===== config.mk =====
export PLATFORM = sky130hd
export DESIGN_NAME = pdcfg_bank
export DESIGN_NICKNAME = d
export VERILOG_FILES = /design/src/hdl/pdcfg_pkg.sv /design/src/hdl/pdcfg_bank.sv
export VERILOG_INCLUDE_DIRS = /design/src /design/src/hdl
export SDC_FILE = /design/constraint.sdc
export NUM_CORES = 1
export LEC_CHECK = 0
export BUFFER_PORTS_ARGS = -buffer_cell sky130_fd_sc_hd__buf_2
export CAP_MARGIN = 5
export CELL_PAD_IN_SITES_DETAIL_PLACEMENT = 0
export CELL_PAD_IN_SITES_GLOBAL_PLACEMENT = 1
export CORE_ASPECT_RATIO = 0.7
export CORE_UTILIZATION = 43
export DETAILED_ROUTE_END_ITERATION = 8
export PLACE_DENSITY_LB_ADDON = 0.12
export SLEW_MARGIN = 0
export SYNTH_ARGS = -nofsm -noshare
export SYNTH_HDL_FRONTEND = slang
export SYNTH_SLANG_ARGS = --single-unit

===== constraint.sdc =====
create_clock -name core_clk -period 3.9 [get_ports core_clk]
set_input_delay 0.195 -clock core_clk [delete_from_list [all_inputs] [get_ports core_clk]]
set_output_delay 0.195 -clock core_clk [all_outputs]
set_load 0.05 [all_outputs]

===== src/hdl/pdcfg_defs.svh =====
// offsets, field masks, reset values and timing counts of the config bank
// assumes a 100 MHz core clock and a 7-bit register address
`ifndef PDCFG_DEFS_SVH
`define PDCFG_DEFS_SVH

// ==========================================================================
// register offsets
`define PDCFG_OFS_DIAG_SUPPLY    7'h00
`define PDCFG_OFS_WDT_THERMAL    7'h01
`define PDCFG_OFS_SUPPLY_PROT    7'h02
`define PDCFG_OFS_BACKUP_LOCK    7'h03
`define PDCFG_OFS_WDT_DRIVE      7'h04
`define PDCFG_OFS_OC_BLANK       7'h05
`define PDCFG_OFS_SHORT_TIMING   7'h06
`define PDCFG_OFS_FAULT_DEAD     7'h07
`define PDCFG_OFS_RUNTIME_LOCK   7'h08
`define PDCFG_OFS_RESET_CMD      7'h15
`define PDCFG_OFS_FLAGS_FIRST    7'h20
`define PDCFG_OFS_FLAGS_SECOND   7'h21
`define PDCFG_NUM_CFG            9

// ==========================================================================
// implemented bits per register, reset value, commands
`define PDCFG_MASK_0             8'h3f
`define PDCFG_MASK_1             8'h1f
`define PDCFG_MASK_2             8'h3f
`define PDCFG_MASK_3             8'h01
`define PDCFG_MASK_4             8'h77
`define PDCFG_MASK_5             8'h3f
`define PDCFG_MASK_6             8'h0f
`define PDCFG_MASK_7             8'hff
`define PDCFG_MASK_8             8'h01
`define PDCFG_CFG_RESET          8'h00
`define PDCFG_CMD_WDT_RESTART    8'h00
`define PDCFG_CMD_LATCH_RELEASE  8'hff

// ==========================================================================
// timing
`define PDCFG_CLK_MHZ            100
`define PDCFG_BLANK_STEP_NS      200
`define PDCFG_DEBOUNCE_STEP_NS   800
`define PDCFG_SHORT_MASK_STEP_NS 3200
`define PDCFG_BLANK_STEP_CYC     ((`PDCFG_BLANK_STEP_NS*`PDCFG_CLK_MHZ+999)/1000)
`define PDCFG_DEBOUNCE_STEP_CYC  ((`PDCFG_DEBOUNCE_STEP_NS*`PDCFG_CLK_MHZ+999)/1000)
`define PDCFG_SHORT_MASK_STEP_CYC ((`PDCFG_SHORT_MASK_STEP_NS*`PDCFG_CLK_MHZ+999)/1000)
`define PDCFG_DEAD_CODES         16
`define PDCFG_WDT_FIRST_US       409600
`define PDCFG_WDT_CLOSED_US      102400
`define PDCFG_WDT_WINDOW_US      204800
`define PDCFG_RELOAD_US          200000
`define PDCFG_WDT_FIRST_CYC      (`PDCFG_WDT_FIRST_US*`PDCFG_CLK_MHZ)
`define PDCFG_WDT_CLOSED_CYC     (`PDCFG_WDT_CLOSED_US*`PDCFG_CLK_MHZ)
`define PDCFG_WDT_WINDOW_CYC     (`PDCFG_WDT_WINDOW_US*`PDCFG_CLK_MHZ)
`define PDCFG_RELOAD_CYC         (`PDCFG_RELOAD_US*`PDCFG_CLK_MHZ)

// ==========================================================================
// thresholds
`define PDCFG_TEMP_LOW_C         8'd125
`define PDCFG_TEMP_MID_C         8'd150
`define PDCFG_TEMP_HIGH_C        8'd175
`define PDCFG_OC_MV_0            8'd200
`define PDCFG_OC_MV_1            8'd150
`define PDCFG_OC_MV_2            8'd100

`endif


===== src/hdl/pdcfg_pkg.sv =====
// types shared by the predriver config bank
// assumes nothing beyond the defs header
package pdcfg_pkg;

  // ========================================================================
  // serial frame phases
  typedef enum logic [3:0] {
    PDCFG_IDLE = 4'b0001,
    PDCFG_ADDR = 4'b0010,
    PDCFG_DATA = 4'b0100,
    PDCFG_WAIT = 4'b1000
  } pdcfg_phase_e;

  // ========================================================================
  // nonvolatile backup image, decoded controls
  typedef struct packed {
    logic       backup_config_write_lock;
    logic [7:0] supply_prot;
    logic [7:0] wdt_thermal;
    logic [7:0] diag_supply;
  } pdcfg_nv_s;

  typedef struct packed {
    logic        thermal_threshold_select;
    logic [7:0]  warn_temp_c;
    logic [7:0]  shutdown_temp_c;
    logic        gate_voltage_select;
    logic        regulator_voltage_select;
    logic        sense_offset_select;
    logic        three_input_drive_select;
    logic [1:0]  overcurrent_threshold_code;
    logic [7:0]  overcurrent_threshold_mv;
    logic [8:0]  oc_blank_cycles;
    logic [8:0]  short_debounce_cycles;
    logic [10:0] short_blank_cycles;
    logic [8:0]  min_dead_cycles;
    logic [2:0]  watchdog_window_code;
    logic [31:0] wdt_first_cycles;
    logic [31:0] wdt_closed_cycles;
    logic [31:0] wdt_window_cycles;
  } pdcfg_ctl_s;

  typedef logic [1:0] pdcfg_resp_t;

endpackage


===== src/hdl/pdcfg_bank.sv =====
// predriver protection config bank with its serial slave and fault response
// assumes mode-0 serial master, async pins, fault inputs high while present
`timescale 1ns/1ps
`include "pdcfg_defs.svh"

module pdcfg_bank
  import pdcfg_pkg::*;
#(
  parameter logic [31:0] WDT_FIRST_CYC  = `PDCFG_WDT_FIRST_CYC,
  parameter logic [31:0] WDT_CLOSED_CYC = `PDCFG_WDT_CLOSED_CYC,
  parameter logic [31:0] WDT_WINDOW_CYC = `PDCFG_WDT_WINDOW_CYC,
  parameter logic [31:0] RELOAD_CYC     = `PDCFG_RELOAD_CYC
) (
  input  wire logic       core_clk,
  input  wire logic       rst_n,
  input  wire logic       sclk,
  input  wire logic       cs_n,
  input  wire logic       mosi,
  output logic            miso,
  input  wire logic       drive_enable,
  input  wire pdcfg_nv_s  nv_config,
  input  wire logic [8:0] fault_in,
  output pdcfg_ctl_s      ctl,
  output logic            emergency_off,
  output logic            latched_off,
  output logic            fault_pin,
  output logic [8:0]      fault_flags,
  output logic            wdt_restart,
  output logic            nv_reload
);

  // ========================================================================
  // pin synchronisers
  logic [12:0]  sync1_reg;
  logic [12:0]  sync2_reg;
  logic         sclk_d_reg;
  wire  logic   sclk_s = sync2_reg[0];
  wire  logic   cs_n_s = sync2_reg[1];
  wire  logic   mosi_s = sync2_reg[2];
  wire  logic   en_s   = sync2_reg[3];
  wire  logic [8:0] err_s = sync2_reg[12:4];
  wire  logic   sclk_rise = sclk_s & ~sclk_d_reg;
  wire  logic   sclk_fall = ~sclk_s & sclk_d_reg;

  always_ff @(posedge core_clk) begin
    if (!rst_n) begin
      sync1_reg  <= 13'h0002;
      sync2_reg  <= 13'h0002;
      sclk_d_reg <= 1'b0;
    end else begin
      sync1_reg  <= {fault_in, drive_enable, mosi, cs_n, sclk};
      sync2_reg  <= sync1_reg;
      sclk_d_reg <= sclk_s;
    end
  end

  // ========================================================================
  // serial frame: rw bit, 7-bit address, 8 data bits, msb first
  pdcfg_phase_e phase_reg;
  pdcfg_phase_e phase_next;
  logic [3:0]   bit_cnt_reg;
  logic [6:0]   shift_reg;
  logic         rw_reg;
  logic [6:0]   addr_reg;
  logic [7:0]   tx_reg;
  logic         miso_reg;
  logic [7:0]   rdata;

  wire logic [7:0] rx_byte   = {shift_reg, mosi_s};
  wire logic       last_rise = sclk_rise & (bit_cnt_reg == 4'd15);
  wire logic       frame_end = last_rise & (phase_reg == PDCFG_DATA);
  wire logic       wr_frame  = frame_end & rw_reg;
  wire logic       rd_frame  = frame_end & ~rw_reg;

  always_comb begin
    phase_next = phase_reg;
    case (phase_reg)
      PDCFG_IDLE: begin
        if (!cs_n_s) phase_next = PDCFG_ADDR;
      end
      PDCFG_ADDR: begin
        if (cs_n_s) phase_next = PDCFG_IDLE;
        else if (sclk_rise && bit_cnt_reg == 4'd7) phase_next = PDCFG_DATA;
      end
      PDCFG_DATA: begin
        if (cs_n_s) phase_next = PDCFG_IDLE;
        else if (last_rise) phase_next = PDCFG_WAIT;
      end
      PDCFG_WAIT: begin
        if (cs_n_s) phase_next = PDCFG_IDLE;
      end
      default: phase_next = PDCFG_IDLE;
    endcase
  end

  wire logic load_tx = sclk_fall & (phase_reg == PDCFG_DATA) &
                       (bit_cnt_reg == 4'd8);
  wire logic shift_tx = sclk_fall & (phase_reg == PDCFG_DATA) &
                        (bit_cnt_reg > 4'd8);

  always_ff @(posedge core_clk) begin
    if (!rst_n || cs_n_s) begin
      bit_cnt_reg <= 4'h0;
      shift_reg   <= 7'h00;
    end else if (sclk_rise) begin
      bit_cnt_reg <= bit_cnt_reg + 4'h1;
      shift_reg   <= rx_byte[6:0];
    end
  end

  always_ff @(posedge core_clk) begin
    if (!rst_n) begin
      phase_reg <= PDCFG_IDLE;
      rw_reg    <= 1'b0;
      addr_reg  <= 7'h00;
      tx_reg    <= 8'h00;
      miso_reg  <= 1'b0;
    end else begin
      phase_reg <= phase_next;
      if (phase_reg == PDCFG_ADDR && sclk_rise && bit_cnt_reg == 4'd7) begin
        rw_reg   <= rx_byte[7];
        addr_reg <= rx_byte[6:0];
      end
      if (phase_next != PDCFG_DATA) begin
        miso_reg <= 1'b0;
      end else if (load_tx) begin
        tx_reg   <= rdata;
        miso_reg <= rdata[7];
      end else if (shift_tx) begin
        tx_reg   <= {tx_reg[6:0], 1'b0};
        miso_reg <= tx_reg[6];
      end
    end
  end

  // ========================================================================
  // config registers
  localparam logic [7:0] CFG_MASK [0:8] = '{`PDCFG_MASK_0, `PDCFG_MASK_1,
    `PDCFG_MASK_2, `PDCFG_MASK_3, `PDCFG_MASK_4, `PDCFG_MASK_5,
    `PDCFG_MASK_6, `PDCFG_MASK_7, `PDCFG_MASK_8};

  logic [7:0]  cfg_reg  [0:8];
  logic [7:0]  cfg_next [0:8];
  logic [31:0] reload_cnt_reg;
  logic        reload_reg;
  logic        wdt_restart_reg;

  wire logic [7:0] nv_byte [0:3] = '{nv_config.diag_supply,
    nv_config.wdt_thermal, nv_config.supply_prot,
    {7'h00, nv_config.backup_config_write_lock}};
  wire logic backup_lock  = cfg_reg[3][0];
  wire logic runtime_lock = cfg_reg[8][0];
  wire logic cfg_wr_ok    = wr_frame & ~en_s;
  wire logic reload_hit   = reload_reg;

  genvar gi;
  generate
    for (gi = 0; gi < `PDCFG_NUM_CFG; gi++) begin : g_cfg
      localparam logic [6:0] OFS = 7'(gi);
      localparam logic LOCK_BK = (gi <= 2);
      localparam logic LOCK_RT = (gi >= 4) && (gi <= 7);
      localparam logic WRITABLE = (gi != 3);
      wire logic locked = (LOCK_BK & backup_lock) | (LOCK_RT & runtime_lock);
      wire logic hit = cfg_wr_ok & WRITABLE & ~locked & (addr_reg == OFS);
      wire logic nv_hit = reload_hit & (gi <= 3);
      assign cfg_next[gi] = nv_hit ? (nv_byte[gi & 3] & CFG_MASK[gi]) :
                            hit    ? (rx_byte & CFG_MASK[gi]) : cfg_reg[gi];
    end
  endgenerate

  // periodic backup reload while enable high and reload bit set
  wire logic reload_run = en_s & cfg_reg[4][1];
  wire logic reload_due = reload_run & (reload_cnt_reg >= RELOAD_CYC - 32'd1);

  always_ff @(posedge core_clk) begin
    if (!rst_n) begin
      for (int i = 0; i < `PDCFG_NUM_CFG; i++) begin
        cfg_reg[i] <= `PDCFG_CFG_RESET;
      end
      reload_cnt_reg  <= 32'h0;
      reload_reg      <= 1'b0;
      wdt_restart_reg <= 1'b0;
    end else begin
      for (int i = 0; i < `PDCFG_NUM_CFG; i++) begin
        cfg_reg[i] <= cfg_next[i];
      end
      reload_cnt_reg  <= (!reload_run || reload_due) ? 32'h0 :
                         reload_cnt_reg + 32'h1;
      reload_reg      <= reload_due;
      wdt_restart_reg <= wr_frame & (addr_reg == `PDCFG_OFS_RESET_CMD) &
                         (rx_byte == `PDCFG_CMD_WDT_RESTART);
    end
  end

  // ========================================================================
  // fault responses: 0 ignore, 1 report, 2 auto-off, 3 latched off
  pdcfg_resp_t resp [0:8];
  logic [8:0]  flag_reg;
  logic [8:0]  flag_next;
  logic        latch_reg;
  logic        eoff_reg;
  logic        fault_pin_reg;

  function automatic pdcfg_resp_t sat_resp(input logic [1:0] code);
    sat_resp = {code[1], code[0] & ~code[1]};
  endfunction

  assign resp[0] = cfg_reg[7][5:4];
  assign resp[1] = cfg_reg[7][7:6];
  assign resp[2] = {1'b0, cfg_reg[1][2]};
  assign resp[3] = {cfg_reg[1][3], 1'b0};
  assign resp[4] = {cfg_reg[1][4], 1'b0};
  assign resp[5] = sat_resp(cfg_reg[2][1:0]);
  assign resp[6] = sat_resp(cfg_reg[2][3:2]);
  assign resp[7] = sat_resp(cfg_reg[2][5:4]);
  assign resp[8] = sat_resp(cfg_reg[1][1:0]);

  wire logic clear_on_recover = cfg_reg[0][4];
  wire logic rd_first  = rd_frame & (addr_reg == `PDCFG_OFS_FLAGS_FIRST);
  wire logic rd_second = rd_frame & (addr_reg == `PDCFG_OFS_FLAGS_SECOND);
  wire logic latch_release = wr_frame &
                             (addr_reg == `PDCFG_OFS_RESET_CMD) &
                             (rx_byte == `PDCFG_CMD_LATCH_RELEASE);
  logic [8:0] auto_off;
  logic [8:0] latch_set;

  generate
    for (gi = 0; gi < 9; gi++) begin : g_flag
      wire logic rd_hit = (gi <= 4) ? rd_first : rd_second;
      wire logic clr = ~err_s[gi] & (clear_on_recover | rd_hit);
      assign flag_next[gi] = (err_s[gi] & (resp[gi] != 2'd0)) |
                             (flag_reg[gi] & ~clr);
      assign auto_off[gi]  = err_s[gi] & (resp[gi] == 2'd2);
      assign latch_set[gi] = err_s[gi] & (resp[gi] == 2'd3);
    end
  endgenerate

  // set wins over release
  wire logic latch_next = (|latch_set) | (latch_reg & ~latch_release);
  wire logic pin_active = cfg_reg[0][3] ? latch_next : (|flag_next);
  wire logic pin_level  = cfg_reg[0][2] ? pin_active : ~pin_active;

  always_ff @(posedge core_clk) begin
    if (!rst_n) begin
      flag_reg      <= 9'h000;
      latch_reg     <= 1'b0;
      eoff_reg      <= 1'b0;
      fault_pin_reg <= 1'b1;
    end else begin
      flag_reg      <= flag_next;
      latch_reg     <= latch_next;
      eoff_reg      <= latch_next | (|auto_off);
      fault_pin_reg <= pin_level;
    end
  end

  // ========================================================================
  // read data
  assign rdata =
    (addr_reg <= `PDCFG_OFS_RUNTIME_LOCK) ? cfg_reg[addr_reg[3:0]] :
    (addr_reg == `PDCFG_OFS_FLAGS_FIRST)  ? {3'h0, flag_reg[4:0]} :
    (addr_reg == `PDCFG_OFS_FLAGS_SECOND) ? {4'h0, flag_reg[8:5]} :
    8'h00;

  // ========================================================================
  // decoded controls
  pdcfg_ctl_s ctl_reg;
  pdcfg_ctl_s ctl_next;
  wire logic [3:0] oc_blank  = cfg_reg[5][3:0];
  wire logic [1:0] oc_code   = cfg_reg[5][5:4];
  wire logic [1:0] deb_code  = cfg_reg[6][3:2];
  wire logic [1:0] mask_code = cfg_reg[6][1:0];
  wire logic [3:0] dead_code = cfg_reg[7][3:0];
  wire logic [2:0] wdt_code  = cfg_reg[4][6:4];

  always_comb begin
    ctl_next = '0;
    ctl_next.thermal_threshold_select = cfg_reg[0][5];
    ctl_next.warn_temp_c     = cfg_reg[0][5] ? `PDCFG_TEMP_MID_C :
                                               `PDCFG_TEMP_LOW_C;
    ctl_next.shutdown_temp_c = cfg_reg[0][5] ? `PDCFG_TEMP_HIGH_C :
                                               `PDCFG_TEMP_MID_C;
    ctl_next.gate_voltage_select      = cfg_reg[0][1];
    ctl_next.regulator_voltage_select = cfg_reg[0][0];
    ctl_next.sense_offset_select      = cfg_reg[4][2];
    ctl_next.three_input_drive_select = cfg_reg[4][0];
    ctl_next.overcurrent_threshold_code = oc_code;
    ctl_next.overcurrent_threshold_mv =
      (oc_code == 2'd0) ? `PDCFG_OC_MV_0 :
      (oc_code == 2'd1) ? `PDCFG_OC_MV_1 : `PDCFG_OC_MV_2;
    ctl_next.oc_blank_cycles = 9'((10'(oc_blank) + 10'd1) *
                                  10'(`PDCFG_BLANK_STEP_CYC));
    ctl_next.short_debounce_cycles = 9'((10'(deb_code) + 10'd1) *
                                        10'(`PDCFG_DEBOUNCE_STEP_CYC));
    ctl_next.short_blank_cycles = 11'((12'(mask_code) + 12'd1) *
                                      12'(`PDCFG_SHORT_MASK_STEP_CYC));
    ctl_next.min_dead_cycles = 9'((10'(`PDCFG_DEAD_CODES) - 10'(dead_code))
                                  * 10'(`PDCFG_BLANK_STEP_CYC));
    ctl_next.watchdog_window_code = wdt_code;
    ctl_next.wdt_first_cycles  = WDT_FIRST_CYC >> wdt_code;
    ctl_next.wdt_closed_cycles = WDT_CLOSED_CYC >> wdt_code;
    ctl_next.wdt_window_cycles = WDT_WINDOW_CYC >> wdt_code;
  end

  always_ff @(posedge core_clk) begin
    if (!rst_n) begin
      ctl_reg <= '0;
    end else begin
      ctl_reg <= ctl_next;
    end
  end

  // ========================================================================
  // outputs
  assign miso          = miso_reg;
  assign ctl           = ctl_reg;
  assign emergency_off = eoff_reg;
  assign latched_off   = latch_reg;
  assign fault_pin     = fault_pin_reg;
  assign fault_flags   = flag_reg;
  assign wdt_restart   = wdt_restart_reg;
  assign nv_reload     = reload_reg;

endmodule


==> flow_metrics.py <==
metrics = {
    "cts": {
        "cts_resized": 0,
        "clkTransAtPathRegs_ns": 0.07,
        "root_buffer": "clkbuf_16",
        "cts_tree": "done",
        "cts_num_sinks": 208,
        "cts_hold_buf": 22,
        "h-tree-depth": 1,
        "numCtsBuffers": 21,
        "cts_max_path_buffers": 3,
        "clk-insertion-delay-late_ns": 0.50,
        "post-cts-setup-buffer-count": 0,
    },
    "layout": {
        "diodes": 0,
        "layout.cells.non_filler": 1398,
        "drive_above_1_share_pct": 19.07,
        "finish.utilization_pct": 50.72,
        "nFillCells": 2000,
        "final_nets": 1173,
        "area_growth_syn_to_layout_pct": 14.46,
        "largest_reg_flops": 57,
    },
    "place": {
        "dpl_worst_slack_ns": 1.150,
        "gp_congestion": 0.8430,
        "dp_hpwl_mm": 15.87,
        "io_buffer_count": 154,
        "dpl.cell_count": 1339,
    },
    "timing": {
        "finalWorstSetupSlack_ns": 1.158,
        "setup_tns_ns": 0,
        "slew_viol_final": 0,
        "max-slew-margin-rel_pct": 37.56,
        "hold_viol": 0,
        "setup_viol": 0,
        "worst_slew_pin_slew_ns": 0.9356,
        "clock_skew_ns": 0.01789,
        "rsz0062_at_grt": "no",
        "fmax_mhz": 364.8,
        "post-route-period-util_pct": 70.30,
        "fin_crit_ns": 2.742,
    },
    "detailed_routing": {
        "routedWlPerCell_um": 16.06,
        "drc": 0,
        "drt_pass1_iterations": 5,
        "initialDrtViolationCount": 535,
        "routed_via_density": 4.941,
        "drt_wl_total_mm": 22.46,
        "ant_nets": 0,
        "vias": 6908,
    },
    "synthesis": {
        "ys_seq_area_share_pct": 44.92,
        "async_reset_ff_share_pct": 0,
        "yosysMostFrequentCell": "dfxtp_1",
        "syn_area_um2": 9270,
        "avgSynthCellArea_um2": 9.307,
        "synth.area.top_cells": "dfxtp_1 (45%), buf_4 (9.0%), mux2i_1 (6.4%)",
        "yosysWarnings": 0,
        "synth_ff_type": "dfxtp_1",
        "synth_top_area_share_pct": 44.92,
        "ys_ff_latch": 208,
        "synth_cells": 996,
        "synth_cell_type_count": 66,
        "synth-edff-count": 0,
        "synth_area_leader_cell": "dfxtp_1",
        "synthTopCellsByCount": "dfxtp_1 (208), buf_4 (111), nor2_1 (88)",
    },
    "global_routing": {
        "grt_overflow": 0,
        "grt_use_total_pct": 20.19,
        "grt_pass1_vias": 6033,
        "grt_pass1_wl_mm": 35.21,
        "grt_max_degree": 66,
        "antenna_found_initial": 0,
    },
    "critical_path": {
        "cp_max_fo": 26,
        "start_kind": "register",
        "crit_required_ns": 4.23,
        "rr_worst_depth": 7,
        "path_class": "reg -> reg",
        "r2r_start": "reload_cnt_reg[0]",
        "r2r_end": "reload_cnt_reg[6]",
        "r2r_slack_ns": 1.16,
        "worst_setup_path_end_kind": "register",
        "cp.arrival_ns": 3.07,
    },
    "floorplanning": {
        "core.rowCount": 44,
        "ios": 223,
        "die_w_um": 177.5,
        "die-area_um2": 22160,
        "die_h_um": 124.8,
        "core_area_um2": 20920,
        "start_util_pct": 44.31,
    },
    "power_and_ir_drop": {
        "ir_drop_mv": 0.2347,
        "swShare_pct": 24.04,
        "power_mw": 4.635,
        "switchingPower_mw": 1.114,
        "p_seq_share_pct": 46.9,
        "intPower_mw": 3.521,
        "pwr-share-clk_pct": 45.9,
        "power_density_nw_per_um2": 436.9,
        "power_frac_comb_pct": 7.3,
        "power_leakage_nw": 4.524,
    },
    "run_status": {
        "status": "complete, no violations",
    },
    "min_path": {
        "hp-start": "nv_config[18]",
        "whs_path_depth": 3,
        "hold_path_end": "cfg_reg[2][2]",
        "hold_path.class": "in -> reg",
    },
    "run": {
        "cap_viol_max_count": 0,
    },
}
## cells in the final DEF (no fill, tap or decap), drive strengths merged, types with 5 or more instances in the layout
cell type,netlist,layout
nand2,56,56
nor4,6,6
nor2b,9,9
clkbuf,44,30
conb,1,68
a21o,7,7
nand4,14,14
o211ai,5,5
a31oi,6,6
a21oi,48,48
nor3b,6,6
and2,45,45
o21ai,36,36
nor3,41,41
nand2b,10,10
buf,118,162
o31ai,9,9
nor2,89,89
mux2i,59,59
nand3,24,24
nand4b,5,5
dlygate4sd3,0,22
and3,11,11
xor2,12,12
xnor2,24,24
inv,26,26
ha,23,23
dfxtp,208,208
## worst max-delay path: stages, from the launching register on
cell	delay [ns]
dfxtp_1	0.37
ha_1	0.19
nand3_1	0.24
o311ai_0	0.44
a2111oi_0	0.22
o21ai_0	0.21
a21o_1	0.75
nor3_1	0.14
## area by class of cell
| cell class | count | area (um^2) | area share (%) |
|---|---|---|---|
| clock buffer | 30 | 619.3 | 5.837 |
| clock inverter | 7 | 116.4 | 1.097 |
| timing repair buffer | 184 | 1051 | 9.906 |
| tap | 276 | 345.3 | 3.255 |
| inverter | 26 | 97.59 | 0.9198 |
| multi-input combinational | 667 | 4217 | 39.74 |
| sequential | 208 | 4164 | 39.25 |
## routing by layer
layer  vias up  global-route usage (%)  share of wire [%]
li1       3455                       -                  -
met1      3167                   32.38                 53
met2       261                   28.19                 40
met3        25                   2.808                5.8
met4         0                   3.620                1.4
met5         -                       0                  0
## through the flow
step	hold WS, ns	cell area, um^2
floorplan	0.2227	9522
global placement	0.3997	9654
detailed placement	0.3917	9654
CTS	0.0002712	10610
global route	0.03735	10610
finish	0.01902	10610
## kinds of logic (layout without fill, tap and decap cells)
group                      after synthesis  count (layout)  share of synthesized area [%]
adders and majority gates               25              25                          3.536
buffers and inverters                  188             247                          12.31
muxes                                   64              64                          7.464
AOI/OAI and AO/OA                      141             141                          9.448
xor gates and xnor gates                36              36                          3.401
DFF                                    208             208                          44.92
and+or+nand+nor                        333             333                          18.88
other                                    1              68                        0.04045
## power groups by stage
stage / Sequential (mW) / Combinational, mW / Clock [mW]
detailed placement: 2.22 / 0.319 / 0
global route: 2.17 / 0.356 / 2.28
CTS: 2.17 / 0.336 / 2.18
finish: 2.17 / 0.336 / 2.13
global placement: 2.22 / 0.320 / 0
floorplan: 2.26 / 0.279 / 0
## worst max path at each step
stage | startpoint | endpoint | slack [ns] | depth (start not counted)
3_3_place_gp | reload_cnt_reg[0] | reload_cnt_reg[2] | 1.18 | 7
2_1_floorplan | bit_cnt_reg[0] | cfg_reg[4][6] | 1.55 | 9
3_5_place_dp | reload_cnt_reg[0] | reload_cnt_reg[11] | 1.15 | 7
5_1_grt | reload_cnt_reg[0] | reload_cnt_reg[20] | 0.77 | 7
6_report | reload_cnt_reg[0] | reload_cnt_reg[6] | 1.16 | 7
4_1_cts | reload_cnt_reg[0] | reload_cnt_reg[6] | 1.12 | 7
Power figures use the tool's default switching activity.
